## src/inc/uafc_pkg.sv

```systemverilog
package uafc_pkg;

  // Register indexes; the byte address is four times the index
  localparam logic [9:0] IDX_OWN0  = 10'h0a9;
  localparam logic [9:0] IDX_OWN1  = 10'h0aa;
  localparam logic [9:0] IDX_MASK0 = 10'h0b9;
  localparam logic [9:0] IDX_MASK1 = 10'h0ba;
  localparam logic [9:0] IDX_CTRL0 = 10'h0c0;
  localparam logic [9:0] IDX_CTRL1 = 10'h0c1;
  localparam logic [9:0] IDX_T2CTL = 10'h0c2;
  localparam logic [9:0] IDX_STAT  = 10'h0c3;
  localparam logic [9:0] IDX_IEN   = 10'h0c4;

  // Values after reset
  localparam logic [7:0] OWN_RST   = 8'h00;
  localparam logic [7:0] MASK_RST  = 8'h00;
  localparam logic [4:0] CTRL_RST  = 5'h00;
  localparam logic [1:0] T2_RST    = 2'h0;
  localparam logic [3:0] STAT_RST  = 4'h0;
  localparam logic [3:0] IEN_RST   = 4'h0;

  // Field positions of the port control register
  localparam int CTRL_MODE_LSB = 0;
  localparam int CTRL_MPE      = 2;
  localparam int CTRL_RXGEN    = 3;
  localparam int CTRL_TXGEN    = 4;
  // Field positions of the timer-2 control register
  localparam int T2_RXSEL = 0;
  localparam int T2_TXSEL = 1;

  // Bus transfer size for a whole word
  localparam logic [2:0] HSIZE_WORD = 3'h2;

  typedef enum logic [1:0] {
    MODE_SHIFT  = 2'h0,
    MODE_UART8  = 2'h1,
    MODE_UART9F = 2'h2,
    MODE_UART9V = 2'h3
  } uafc_mode_t;

  typedef enum logic [1:0] {
    SRC_TIMER1 = 2'h0,
    SRC_TIMER2 = 2'h1,
    SRC_BRG    = 2'h2,
    SRC_FIXED  = 2'h3
  } uafc_src_t;

  typedef enum logic [1:0] {
    BUS_IDLE   = 2'b01,
    BUS_RDWAIT = 2'b10
  } uafc_bus_t;

  // Equality of two bytes on the bits where care is one
  function automatic logic masked_equal(input logic [7:0] rx, input logic [7:0] pattern, input logic [7:0] care);
    return ((rx ^ pattern) & care) == 8'h00;
  endfunction : masked_equal

endpackage : uafc_pkg

```

## src/inc/uafc_port_if.sv

```systemverilog
`timescale 1ns/1ps
interface uafc_port_if;
  uafc_pkg::uafc_mode_t mode;
  logic                 mpEnable;
  logic                 txGenSel;
  logic                 rxGenSel;
  logic                 txT2Sel;
  logic                 rxT2Sel;
  logic [7:0]           ownAddr;
  logic [7:0]           addrMask;
  logic                 frameDone;
  logic [7:0]           frameData;
  logic                 frameNinth;
  logic                 stopValid;
  logic                 t1Tick;
  logic                 t2Tick;
  logic                 brgTick;
  logic                 accept;
  logic                 reject;
  logic                 txTick;
  logic                 rxTick;
  uafc_pkg::uafc_src_t  txSrc;
  uafc_pkg::uafc_src_t  rxSrc;

  modport ctl (output mode, mpEnable, txGenSel, rxGenSel, txT2Sel, rxT2Sel, ownAddr, addrMask,
               frameDone, frameData, frameNinth, stopValid, t1Tick, t2Tick, brgTick,
               input accept, reject, txTick, rxTick, txSrc, rxSrc);
  modport flt (input mode, mpEnable, txGenSel, rxGenSel, txT2Sel, rxT2Sel, ownAddr, addrMask,
               frameDone, frameData, frameNinth, stopValid, t1Tick, t2Tick, brgTick,
               output accept, reject, txTick, rxTick, txSrc, rxSrc);
endinterface : uafc_port_if

```

## src/rtl/uafc_port_filter.sv

```systemverilog
`timescale 1ns/1ps
module uafc_port_filter (
  input wire logic clk,
  input wire logic sys_rst,
  uafc_port_if.flt p
);

  // Source choice for one direction
  function automatic uafc_pkg::uafc_src_t pick_src(input logic varRate, input logic genSel, input logic t2Sel);
    if (!varRate) begin
      return uafc_pkg::SRC_FIXED;
    end
    if (genSel) begin
      return uafc_pkg::SRC_BRG;
    end
    return t2Sel ? uafc_pkg::SRC_TIMER2 : uafc_pkg::SRC_TIMER1;
  endfunction : pick_src

  // Tick of the chosen source
  function automatic logic pick_tick(input uafc_pkg::uafc_src_t src, input logic t1, input logic t2, input logic brg);
    case (src)
      uafc_pkg::SRC_TIMER1: pick_tick = t1;
      uafc_pkg::SRC_TIMER2: pick_tick = t2;
      uafc_pkg::SRC_BRG:    pick_tick = brg;
      default:              pick_tick = 1'b0;
    endcase
  endfunction : pick_tick

  // Address recognition decode
  wire        recogOn   = p.mpEnable && (p.mode != uafc_pkg::MODE_SHIFT);
  wire [7:0]  bcastAddr = p.ownAddr | p.addrMask;
  wire        givenHit  = uafc_pkg::masked_equal(p.frameData, p.ownAddr, p.addrMask);
  wire        bcastHit  = uafc_pkg::masked_equal(p.frameData, bcastAddr, bcastAddr);
  wire        frameMark = (p.mode == uafc_pkg::MODE_UART8) ? p.stopValid : p.frameNinth;
  wire        passFrame = !recogOn || (frameMark && (givenHit || bcastHit));
  wire        varRate   = (p.mode == uafc_pkg::MODE_UART8) || (p.mode == uafc_pkg::MODE_UART9V);
  uafc_pkg::uafc_src_t txSrc_next;
  uafc_pkg::uafc_src_t rxSrc_next;
  assign txSrc_next = pick_src(varRate, p.txGenSel, p.txT2Sel);
  assign rxSrc_next = pick_src(varRate, p.rxGenSel, p.rxT2Sel);

  // Frame verdict and clock routing flops
  always_ff @(posedge clk or posedge sys_rst) begin
    if (sys_rst) begin
      p.accept <= 1'b0;
      p.reject <= 1'b0;
      p.txSrc  <= uafc_pkg::SRC_TIMER1;
      p.rxSrc  <= uafc_pkg::SRC_TIMER1;
      p.txTick <= 1'b0;
      p.rxTick <= 1'b0;
    end else begin
      p.accept <= p.frameDone && passFrame;
      p.reject <= p.frameDone && !passFrame;
      p.txSrc  <= txSrc_next;
      p.rxSrc  <= rxSrc_next;
      p.txTick <= pick_tick(txSrc_next, p.t1Tick, p.t2Tick, p.brgTick);
      p.rxTick <= pick_tick(rxSrc_next, p.t1Tick, p.t2Tick, p.brgTick);
    end
  end
endmodule : uafc_port_filter

```

## src/rtl/uafc_top.sv

```systemverilog
`timescale 1ns/1ps
module uafc_top (
  input  wire logic             clk,
  input  wire logic             sys_rst,
  // AHB-Lite slave
  input  wire logic             hsel,
  input  wire logic [11:0]      haddr,
  input  wire logic [1:0]       htrans,
  input  wire logic             hwrite,
  input  wire logic [2:0]       hsize,
  input  wire logic [31:0]      hwdata,
  input  wire logic             hready,
  output logic      [31:0]      hrdata,
  output logic                  hreadyout,
  output logic                  hresp,
  // Receiver frame reports, one lane per port
  input  wire logic [1:0]       frameDone,
  input  wire logic [1:0][7:0]  frameData,
  input  wire logic [1:0]       frameNinth,
  input  wire logic [1:0]       stopValid,
  // Baud ticks from the timers and the per-port generators
  input  wire logic             timer1Tick,
  input  wire logic             timer2Tick,
  input  wire logic [1:0]       brgTick,
  // Results per port, and one interrupt request for both ports
  output logic      [1:0]       receiveFlagSet,
  output logic      [1:0]       addrReject,
  output logic      [1:0]       txBaudTick,
  output logic      [1:0]       rxBaudTick,
  output logic      [1:0][1:0]  txClkSrc,
  output logic      [1:0][1:0]  rxClkSrc,
  output logic                  irq
);

  localparam logic [1:0][9:0] IDX_OWN  = {uafc_pkg::IDX_OWN1,  uafc_pkg::IDX_OWN0};
  localparam logic [1:0][9:0] IDX_MASK = {uafc_pkg::IDX_MASK1, uafc_pkg::IDX_MASK0};
  localparam logic [1:0][9:0] IDX_CTRL = {uafc_pkg::IDX_CTRL1, uafc_pkg::IDX_CTRL0};

  uafc_pkg::uafc_bus_t busState_reg;
  uafc_pkg::uafc_bus_t busState_next;
  logic [9:0]          rdIdx_reg;
  logic [9:0]          wrIdx_reg;
  logic                wrPend_reg;
  logic [31:0]         hrdata_reg;
  logic [1:0][7:0]     ownAddr_reg;
  logic [1:0][7:0]     addrMask_reg;
  logic [1:0][4:0]     ctrl_reg;
  logic [1:0]          t2ctl_reg;
  logic [3:0]          status_reg;
  logic [3:0]          status_next;
  logic [3:0]          ienable_reg;
  logic [31:0]         rdMux;

  // True while the pending write targets the given index
  function automatic logic wr_hit(input logic pend, input logic [9:0] have, input logic [9:0] want);
    return pend && (have == want);
  endfunction : wr_hit

  // Bus address phase decode
  wire addrPhase = hsel && htrans[1] && hready;
  wire rdReq     = addrPhase && !hwrite;
  wire wrReq     = addrPhase && hwrite && (hsize == uafc_pkg::HSIZE_WORD);
  wire rdFinish  = (busState_reg == uafc_pkg::BUS_RDWAIT);
  wire statRead  = rdFinish && (rdIdx_reg == uafc_pkg::IDX_STAT);
  wire [3:0] evSet = {addrReject[1], receiveFlagSet[1], addrReject[0], receiveFlagSet[0]};

  // Read data selection, unmapped words read as zero
  assign rdMux = (rdIdx_reg == uafc_pkg::IDX_OWN0)  ? {24'h000000, ownAddr_reg[0]}  :
                 (rdIdx_reg == uafc_pkg::IDX_OWN1)  ? {24'h000000, ownAddr_reg[1]}  :
                 (rdIdx_reg == uafc_pkg::IDX_MASK0) ? {24'h000000, addrMask_reg[0]} :
                 (rdIdx_reg == uafc_pkg::IDX_MASK1) ? {24'h000000, addrMask_reg[1]} :
                 (rdIdx_reg == uafc_pkg::IDX_CTRL0) ? {27'h0, ctrl_reg[0]}          :
                 (rdIdx_reg == uafc_pkg::IDX_CTRL1) ? {27'h0, ctrl_reg[1]}          :
                 (rdIdx_reg == uafc_pkg::IDX_T2CTL) ? {30'h0, t2ctl_reg}            :
                 (rdIdx_reg == uafc_pkg::IDX_STAT)  ? {28'h0000000, status_reg}     :
                 (rdIdx_reg == uafc_pkg::IDX_IEN)   ? {28'h0000000, ienable_reg}    :
                 32'h00000000;

  // Sticky events; a new event beats the read clear
  assign status_next = (status_reg & ~(statRead ? 4'hf : 4'h0)) | evSet;

  // Bus outputs; reads take one wait state, writes none
  assign hreadyout = !rdFinish;
  assign hresp     = 1'b0;
  assign hrdata    = hrdata_reg;
  assign irq       = |(status_reg & ienable_reg);

  // Bus sequencer
  always_comb begin
    busState_next = busState_reg;
    case (busState_reg)
      uafc_pkg::BUS_IDLE: begin
        if (rdReq) begin
          busState_next = uafc_pkg::BUS_RDWAIT;
        end
      end
      uafc_pkg::BUS_RDWAIT: begin
        busState_next = uafc_pkg::BUS_IDLE;
      end
      default: begin
        busState_next = uafc_pkg::BUS_IDLE;
      end
    endcase
  end

  // Address phase capture and read data register
  always_ff @(posedge clk or posedge sys_rst) begin
    if (sys_rst) begin
      busState_reg <= uafc_pkg::BUS_IDLE;
      rdIdx_reg    <= 10'h000;
      wrIdx_reg    <= 10'h000;
      wrPend_reg   <= 1'b0;
      hrdata_reg   <= 32'h00000000;
    end else begin
      busState_reg <= busState_next;
      wrPend_reg   <= wrReq;
      if (addrPhase) begin
        rdIdx_reg <= haddr[11:2];
        wrIdx_reg <= haddr[11:2];
      end
      if (rdFinish) begin
        hrdata_reg <= rdMux;
      end
    end
  end

  // Per-port address and control registers
  always_ff @(posedge clk or posedge sys_rst) begin
    if (sys_rst) begin
      for (int n = 0; n < 2; n++) begin
        ownAddr_reg[n]  <= uafc_pkg::OWN_RST;
        addrMask_reg[n] <= uafc_pkg::MASK_RST;
        ctrl_reg[n]     <= uafc_pkg::CTRL_RST;
      end
    end else begin
      for (int n = 0; n < 2; n++) begin
        if (wr_hit(wrPend_reg, wrIdx_reg, IDX_OWN[n])) begin
          ownAddr_reg[n] <= hwdata[7:0];
        end
        if (wr_hit(wrPend_reg, wrIdx_reg, IDX_MASK[n])) begin
          addrMask_reg[n] <= hwdata[7:0];
        end
        if (wr_hit(wrPend_reg, wrIdx_reg, IDX_CTRL[n])) begin
          ctrl_reg[n] <= hwdata[4:0];
        end
      end
    end
  end

  // Shared timer-2 selects, interrupt status and mask
  always_ff @(posedge clk or posedge sys_rst) begin
    if (sys_rst) begin
      t2ctl_reg   <= uafc_pkg::T2_RST;
      status_reg  <= uafc_pkg::STAT_RST;
      ienable_reg <= uafc_pkg::IEN_RST;
    end else begin
      status_reg <= status_next;
      if (wr_hit(wrPend_reg, wrIdx_reg, uafc_pkg::IDX_T2CTL)) begin
        t2ctl_reg <= hwdata[1:0];
      end
      if (wr_hit(wrPend_reg, wrIdx_reg, uafc_pkg::IDX_IEN)) begin
        ienable_reg <= hwdata[3:0];
      end
    end
  end

  // One filter and clock selector per port
  for (genvar n = 0; n < 2; n++) begin : g_port
    uafc_port_if pif ();

    // Configuration and frame lanes into the port
    assign pif.mode       = uafc_pkg::uafc_mode_t'(ctrl_reg[n][uafc_pkg::CTRL_MODE_LSB +: 2]);
    assign pif.mpEnable   = ctrl_reg[n][uafc_pkg::CTRL_MPE];
    assign pif.rxGenSel   = ctrl_reg[n][uafc_pkg::CTRL_RXGEN];
    assign pif.txGenSel   = ctrl_reg[n][uafc_pkg::CTRL_TXGEN];
    assign pif.rxT2Sel    = t2ctl_reg[uafc_pkg::T2_RXSEL];
    assign pif.txT2Sel    = t2ctl_reg[uafc_pkg::T2_TXSEL];
    assign pif.ownAddr    = ownAddr_reg[n];
    assign pif.addrMask   = addrMask_reg[n];
    assign pif.frameDone  = frameDone[n];
    assign pif.frameData  = frameData[n];
    assign pif.frameNinth = frameNinth[n];
    assign pif.stopValid  = stopValid[n];
    assign pif.t1Tick     = timer1Tick;
    assign pif.t2Tick     = timer2Tick;
    assign pif.brgTick    = brgTick[n];

    uafc_port_filter u_filter (
      .clk     (clk),
      .sys_rst (sys_rst),
      .p       (pif)
    );

    // Results out of the port
    assign receiveFlagSet[n] = pif.accept;
    assign addrReject[n]     = pif.reject;
    assign txBaudTick[n]     = pif.txTick;
    assign rxBaudTick[n]     = pif.rxTick;
    assign txClkSrc[n]       = pif.txSrc;
    assign rxClkSrc[n]       = pif.rxSrc;
  end
endmodule : uafc_top

```

## config.mk

```make
export PLATFORM = sky130hd
export DESIGN_NAME = uafc_top
export DESIGN_NICKNAME = d
export VERILOG_FILES = /design/src/inc/uafc_pkg.sv /design/src/inc/uafc_port_if.sv /design/src/rtl/uafc_port_filter.sv /design/src/rtl/uafc_top.sv
export SDC_FILE = /design/constraint.sdc
export NUM_CORES = 1
export LEC_CHECK = 0
export BUFFER_PORTS_ARGS = -buffer_cell sky130_fd_sc_hd__buf_2
export CAP_MARGIN = 20
export CORE_ASPECT_RATIO = 1.25
export CORE_MARGIN = 10
export CORE_UTILIZATION = 48
export DETAILED_ROUTE_END_ITERATION = 12
export PLACE_DENSITY_LB_ADDON = 0.12
export SLEW_MARGIN = 20
export SYNTH_ARGS = -nofsm -noshare
export SYNTH_HDL_FRONTEND = slang
export SYNTH_SLANG_ARGS = --single-unit
```

## constraint.sdc

```tcl
create_clock -name clk -period 2.5 [get_ports clk]
set_input_delay 0.125 -clock clk [delete_from_list [all_inputs] [get_ports clk]]
set_output_delay 0.125 -clock clk [all_outputs]
set_load 0.02 [all_outputs]
```

== Yosys cells after proc, flatten, opt, wreduce, memory -nomap -nowiden ==
Index checks and enable logic that the tools add are counted.
Widths: inputs -> output; s select.

* Register bits after elaboration: 113
* Latch bits: 0
* Bits in writable memories: 0
* Memory bits (read-only): 0
* Input bits: 80
* Word-level logic and storage cells: 151
* Memories: 0

* $add $sub $neg: 0
* $mul: 0
* Divide/modulo/power cells: 0
* $lt $le $gt $ge: 0
* Equal/unequal tests: 25
* Shift-type cells: 0
* Mux-type cells: 42
* Bitwise operators: 14
* Reduce and logical (&&, ||, !) cells: 45

{| class="wikitable"
|+ Operator list
! operator !! count
|-
| $eq 10x8->1 const B || 9
|-
| $and 8x8->8 || 4
|-
| $logic_not 8->1 || 4
|-
| $mux 2 || 16
|-
| $mux 8 || 4
|-
| $xor 8x8->8 || 4
|-
| $logic_and 1x1->1 || 22
|-
| $mux 4 || 4
|-
| $or 8x8->8 || 2
|-
| $eq 2x1->1 const B || 7
|-
| $eq 2x2->1 const B || 7
|-
| $mux 1 || 12
|-
| $pmux 1 s3 || 4
|-
| $mux 5 || 2
|-
| $and 4x4->4 || 2
|-
| $logic_not 2->1 || 4
|-
| $logic_not 1->1 || 6
|-
| $logic_or 1x1->1 || 6
|-
| $not 4->4 || 1
|-
| $or 4x4->4 || 1
|-
| $reduce_bool 2->1 || 2
|-
| $reduce_or 4->1 || 1
|-
| $eq 3x2->1 const B || 1
|-
| $ne 2x2->1 const B || 1
|}

== Depth between registers and ports, before layout ==
* Depth after elaboration: 10
* Mapped depth: 8
* Depth with buffers taken out: 5

== Hierarchy ==
From an unflattened synthesis, not the netlist that was laid out.

* Cell total of the unflattened synthesis: 421
* Area, all modules: 4720.8 µm²

{| class="wikitable"
|+ By module, submodules not included
! module !! times used !! cells each !! area an instance (µm²) !! seq. area each (µm²)
|-
| uafc_top || 1 || 311 || 3624.7 || 1828.0
|-
| uafc_port_filter || 2 || 55 || 548.0 || 200.2
|}

== Worst setup path after synthesis ==
No wires, ideal clock.

* Path type: register -> register
* Start point: register wrIdx_reg[0]
* End point: register ownAddr_reg, in the netlist g_port[0].pif.ownAddr[0]
* Data arrival time: 1.537 ns
* Slack: 0.838 ns
* Stages on the path, launching flop included: 7
* Path buffers: 2
* Cell sequence: dfrtp_1 -> buf_2 -> and4bb_2 -> and3_1 -> buf_4 -> nand2_4 -> mux2_2

* Word-level cells in the longest chain between the ends: 2

{| class="wikitable"
|+ Ends and longest elaborated chain
! what !! RTL line !! text
|-
| from (decl) || uafc_top.sv:42 || <nowiki>logic [9:0] wrIdx_reg;</nowiki>
|-
| from (signal assigned) || uafc_top.sv:119 || <nowiki>wrIdx_reg <= haddr[11:2];</nowiki>
|-
| $eq 10x8->1 || uafc_top.sv:56 || <nowiki>return pend && (have == want);</nowiki>
|-
| $logic_and 1x1->1 || uafc_top.sv:56 ||
|-
| to (signal, indexed assignment) || uafc_top.sv:131 || <nowiki>ownAddr_reg[n] <= uafc_pkg::OWN_RST;</nowiki>
|-
| to (signal, indexed assignment) || uafc_top.sv:138 || <nowiki>ownAddr_reg[n] <= hwdata[7:0];</nowiki>
|-
| to (decl) || uafc_top.sv:45 || <nowiki>logic [1:0][7:0] ownAddr_reg;</nowiki>
|}

No other way between the ends.
A chain may end at the register's enable or synchronous reset.

== Worst setup path after layout ==
* Start point: register wrIdx_reg[9]
* End point: register ctrl_reg[7] in the netlist's numbering

* Word-level cells in the longest chain between the ends: 2

{| class="wikitable"
|+ Ends and longest elaborated chain
! what !! RTL line !! text
|-
| $eq 10x8->1 || uafc_top.sv:56 ||
|-
| $logic_and 1x1->1 || uafc_top.sv:56 ||
|-
| to (signal, indexed assignment) || uafc_top.sv:133 || <nowiki>ctrl_reg[n] <= uafc_pkg::CTRL_RST;</nowiki>
|-
| to (signal, indexed assignment) || uafc_top.sv:144 || <nowiki>ctrl_reg[n] <= hwdata[4:0];</nowiki>
|-
| to (decl) || uafc_top.sv:47 || <nowiki>logic [1:0][4:0] ctrl_reg;</nowiki>
|}

No other way between the ends.

==> report_table.html <==
<table>
<tr><th>Metric</th><th>Value</th></tr>
<tr><th colspan="2">Synthesis</th></tr>
<tr><td>Synth async-reset ratio</td><td>100.0%</td></tr>
<tr><td>Leading register cell type out of synthesis</td><td>dfrtp_1</td></tr>
<tr><td>Count of flip-flops with a built-in enable after synthesis</td><td>0</td></tr>
<tr><td>Most instantiated cells after synthesis</td><td>88 x dfrtp_1, 59 x mux2_2, 37 x buf_4, 19 x o21ai_0, 16 x xor2_1</td></tr>
<tr><td>Mapped Cells</td><td>411</td></tr>
<tr><td>Cell area after synthesis</td><td>0.004683 mm2</td></tr>
<tr><td>Synth top area share</td><td>47.02%</td></tr>
<tr><td>Leading post-synthesis cells by cell area</td><td>dfrtp_1 47%, mux2_2 14%, buf_4 5.9%</td></tr>
<tr><td>Total of warnings raised by yosys</td><td>0</td></tr>
<tr><td>Seq cells post-synth</td><td>89</td></tr>
<tr><td>Register area share after synthesis</td><td>47.58%</td></tr>
<tr><td>Unique cell type count in the Yosys netlist</td><td>55</td></tr>
<tr><td>Yosys top cell by area</td><td>dfrtp_1</td></tr>
<tr><td>Dominant cell by count in the synthesized netlist</td><td>dfrtp_1</td></tr>
<tr><td>Per-instance average area after synthesis</td><td>11.39 um2</td></tr>
<tr><th colspan="2">Cells and area</th></tr>
<tr><td>Utilization after layout</td><td>56.79%</td></tr>
<tr><td>Synthesis-to-layout area growth</td><td>15.92%</td></tr>
<tr><td>Final layout net count</td><td>566</td></tr>
<tr><td>Count of non-filler cells in the finished layout</td><td>617</td></tr>
<tr><td>Antenna Cells</td><td>0</td></tr>
<tr><td>Ratio of cells with drive above 1 in the final layout</td><td>36.05%</td></tr>
<tr><th colspan="2">Clocking</th></tr>
<tr><td>CTS Root Buffer Type</td><td>clkbuf_16</td></tr>
<tr><td>Clk pin slew, worst setup/hold paths</td><td>0.06 ns</td></tr>
<tr><td>PostCTS Resize Cnt</td><td>0</td></tr>
<tr><td>Clock network latency to the later pin of the worst-skew pair</td><td>0.34 ns</td></tr>
<tr><td>CTS Buf Count</td><td>9</td></tr>
<tr><td>Clock tree from TritonCTS</td><td>built</td></tr>
<tr><td>Clock buffer depth</td><td>2</td></tr>
<tr><td>CTS H-tree depth</td><td>3</td></tr>
<tr><td>Number of clock sinks</td><td>89</td></tr>
<tr><td>Setup fix buffers added after clock tree synthesis</td><td>0</td></tr>
<tr><th colspan="2">Placed design</th></tr>
<tr><td>Placed cells</td><td>600</td></tr>
<tr><td>HPWL after DPL</td><td>9106 um</td></tr>
<tr><td>Port bufs</td><td>78</td></tr>
<tr><td>Post-placement worst setup slack</td><td>0.4931 ns</td></tr>
<tr><td>Final weighted congestion in routability-driven placement</td><td>0.8525</td></tr>
<tr><th colspan="2">Setup path</th></tr>
<tr><td>Destination of the worst register-to-register timing path</td><td>ctrl_reg[7]</td></tr>
<tr><td>Cell with the largest stage delay on the worst path</td><td>and3_1</td></tr>
<tr><td>R2r startpoint</td><td>wrIdx_reg[9]</td></tr>
<tr><td>Data arrival time of the critical path</td><td>2.24 ns</td></tr>
<tr><td>Crit-path max cell delay</td><td>0.49 ns</td></tr>
<tr><td>Req. time, crit path</td><td>2.72 ns</td></tr>
<tr><td>Maximum net fanout on the critical path</td><td>10</td></tr>
<tr><td>Worst Reg2Reg Path Length in Cells</td><td>4</td></tr>
<tr><td>Cell Chain, Critical Path</td><td>nor4b_4 -&gt; and3_1 -&gt; nand3_2 -&gt; mux2_2</td></tr>
<tr><td>Setup slack, reg-to-reg</td><td>0.48 ns</td></tr>
<tr><td>Class of the most critical setup path</td><td>flop to flop</td></tr>
<tr><td>Worst setup path start</td><td>wrIdx_reg[9]</td></tr>
<tr><td>Worst Setup Start Kind</td><td>flop</td></tr>
<tr><td>Critical path capture point type</td><td>flop</td></tr>
<tr><td>CP endpoint</td><td>ctrl_reg[7]</td></tr>
<tr><th colspan="2">Timing</th></tr>
<tr><td>Slew Limit Fails</td><td>0</td></tr>
<tr><td>Number of setup violations in the final report</td><td>0</td></tr>
<tr><td>Hold violation total from the final report</td><td>0</td></tr>
<tr><td>Crit path time final</td><td>2.020 ns</td></tr>
<tr><td>Setup repair after global routing missed its margin</td><td>false</td></tr>
<tr><td>Worst-case clock skew</td><td>0.007129 ns</td></tr>
<tr><td>Total Negative Setup Slacks</td><td>0 ns</td></tr>
<tr><td>F_max</td><td>495.0 MHz</td></tr>
<tr><td>Transition time at the pin with the least slew margin</td><td>0.5199 ns</td></tr>
<tr><td>Period Utilization, post-route</td><td>80.81%</td></tr>
<tr><td>Worst hold slack</td><td>0.01006 ns</td></tr>
<tr><td>Worst setup slack after layout</td><td>0.4798 ns</td></tr>
<tr><td>Relative slew slack</td><td>65.24%</td></tr>
<tr><th colspan="2">Floorplanning</th></tr>
<tr><td>Overall die width</td><td>108.4 um</td></tr>
<tr><td>Placeable core region</td><td>0.009559 mm2</td></tr>
<tr><td>Top Ports</td><td>131</td></tr>
<tr><td>Die outline area</td><td>0.01413 mm2</td></tr>
<tr><td>Total number of placement rows</td><td>40</td></tr>
<tr><td>Die height</td><td>130.4 um</td></tr>
<tr><td>Initial Util</td><td>48.99%</td></tr>
<tr><th colspan="2">Detailed routing</th></tr>
<tr><td>WL final</td><td>11,950 um</td></tr>
<tr><td>Initial drt markers</td><td>136</td></tr>
<tr><td>Number of antenna-violating nets in the routed design</td><td>0</td></tr>
<tr><td>Total via count in the routed design</td><td>3,355</td></tr>
<tr><td>DRC violation count after routing</td><td>0</td></tr>
<tr><td>Average wire length per cell after detail routing</td><td>19.36 um</td></tr>
<tr><td>First-pass iteration count of the detailed router</td><td>4</td></tr>
<tr><td>Number of vias per cell</td><td>5.438</td></tr>
<tr><th colspan="2">Global routing</th></tr>
<tr><td>First-pass GRT wire length</td><td>19,040 um</td></tr>
<tr><td>Total global-route track usage</td><td>17.50%</td></tr>
<tr><td>Maximum number of pins on one net before global-route repair</td><td>51</td></tr>
<tr><td>Via count of the first global-routing pass</td><td>3,582</td></tr>
<tr><td>Number of antenna violations at the first check in global routing</td><td>0</td></tr>
<tr><td>Congestion Overflow GR</td><td>0</td></tr>
<tr><th colspan="2">Power</th></tr>
<tr><td>P_int</td><td>2.814 mW</td></tr>
<tr><td>Net switching fraction of the power</td><td>25.42%</td></tr>
<tr><td>Seq pwr share</td><td>43.3%</td></tr>
<tr><td>Share of power burned in the clock network</td><td>41.6%</td></tr>
<tr><td>Combinational share of power</td><td>15.1%</td></tr>
<tr><td>Peak ir drop on the vdd network</td><td>329.3 uV</td></tr>
<tr><td>Net switching power</td><td>958.9 uW</td></tr>
<tr><td>Total leakage power</td><td>2.472 nW</td></tr>
<tr><td>Ratio of total power to cell area</td><td>694.9 mW/mm2</td></tr>
<tr><th colspan="2">Run status</th></tr>
<tr><td>Outcome</td><td>finished clean</td></tr>
<tr><th colspan="2">Job</th></tr>
<tr><td>Maximum Capacitance Violations</td><td>0</td></tr>
<tr><th colspan="2">Min path</th></tr>
<tr><td>Worst hold path type</td><td>input pin to flop</td></tr>
</table>
-- what timing repair did --
item                                    in CTS  in global routing
hold endpoints to repair                    54                  0
endpoints found under the setup margin       0                  0
hold buffers                                 1                  0
-- cells by family (layout without fill, tap and decap cells) --
family / after synthesis / count (layout) / share of synthesized area, %
xor+xnor: 16 / 16 / 2.992
buf+inv: 58 / 114 / 8.042
compound gates: 89 / 89 / 12.90
other cells: 1 / 25 / 0.08007
mux: 64 / 64 / 15.26
flops: 89 / 89 / 47.58
simple gates: 94 / 94 / 13.14
-- critical path: cells and delay by family, from the launching register on --
family | cells | cell delay (ns)
DFF | 1 | 0.42
muxes | 1 | 0.34
and+or+nand+nor | 3 | 1.15
-- cells in the final DEF (no fill, tap or decap), types with 3 or more instances in the layout --
cell,count
a21o_1,5
a21oi_1,15
a221oi_1,4
a22o_1,4
a22oi_1,14
a32o_1,5
and2_1,3
and3_1,4
buf_2,78
buf_4,8
bufinv_16,3
clkbuf_16,9
conb_1,25
dfrtp_1,88
inv_1,9
mux2_2,59
mux2i_1,5
nand2_1,14
nand2b_1,12
nand3_1,4
nand3b_1,5
nand4_1,3
nor2_1,15
nor2b_1,7
nor3_1,3
nor3b_1,3
o211ai_1,3
o21ai_0,19
o21bai_1,6
o22ai_1,7
or3_1,3
xor2_1,16
-- final cells by class --
type / instances / area (um2)
Fill cell: 862 / 4130
Clock buffer: 12 / 256.5
Tap cell: 126 / 157.7
Sequential cell: 89 / 2228
Timing Repair Buffer: 88 / 480.5
Multi-Input combinational cell: 288 / 2168
Clock inverter: 4 / 98.84
Inverter: 10 / 38.79
-- how the worst min path moves through the flow --
stage	from	end	slack [ns]	depth (start not counted)
floorplan	frameDone[0]	g_port[0].u_filter.p.accept	0.25	1
global placement	sys_rst	g_port[1].u_filter.p.accept	0.01	2
detailed placement	sys_rst	g_port[1].u_filter.p.accept	0.01	2
CTS	frameDone[1]	g_port[1].u_filter.p.accept	0.002	2
global route	frameDone[1]	g_port[1].u_filter.p.accept	0.008	2
finish	frameDone[1]	g_port[1].u_filter.p.accept	0.01	2
-- power groups by stage --
stage	sequential (mW)	clock (mW)	combinational (mW)
3_3_place_gp	1.66	0	0.560
3_5_place_dp	1.66	0	0.567
4_1_cts	1.63	1.60	0.573
6_report	1.63	1.57	0.570
2_1_floorplan	1.64	0	0.435
5_1_grt	1.65	1.68	0.632
-- routing by layer --
layer	global-route usage, %	share of wire [%]
met5	0	0
met4	6.138	1.8
met2	31.15	54
met3	4.361	5.4
met1	19.85	39
-- stage by stage --
stage	total power [mW]	instance area [um2]
2_1_floorplan	2.073	4773
3_3_place_gp	2.215	5064
3_5_place_dp	2.224	5064
4_1_cts	3.805	5429
5_1_grt	3.957	5429
6_report	3.773	5429
No activity file was read; power rests on OpenSTA's default activity.
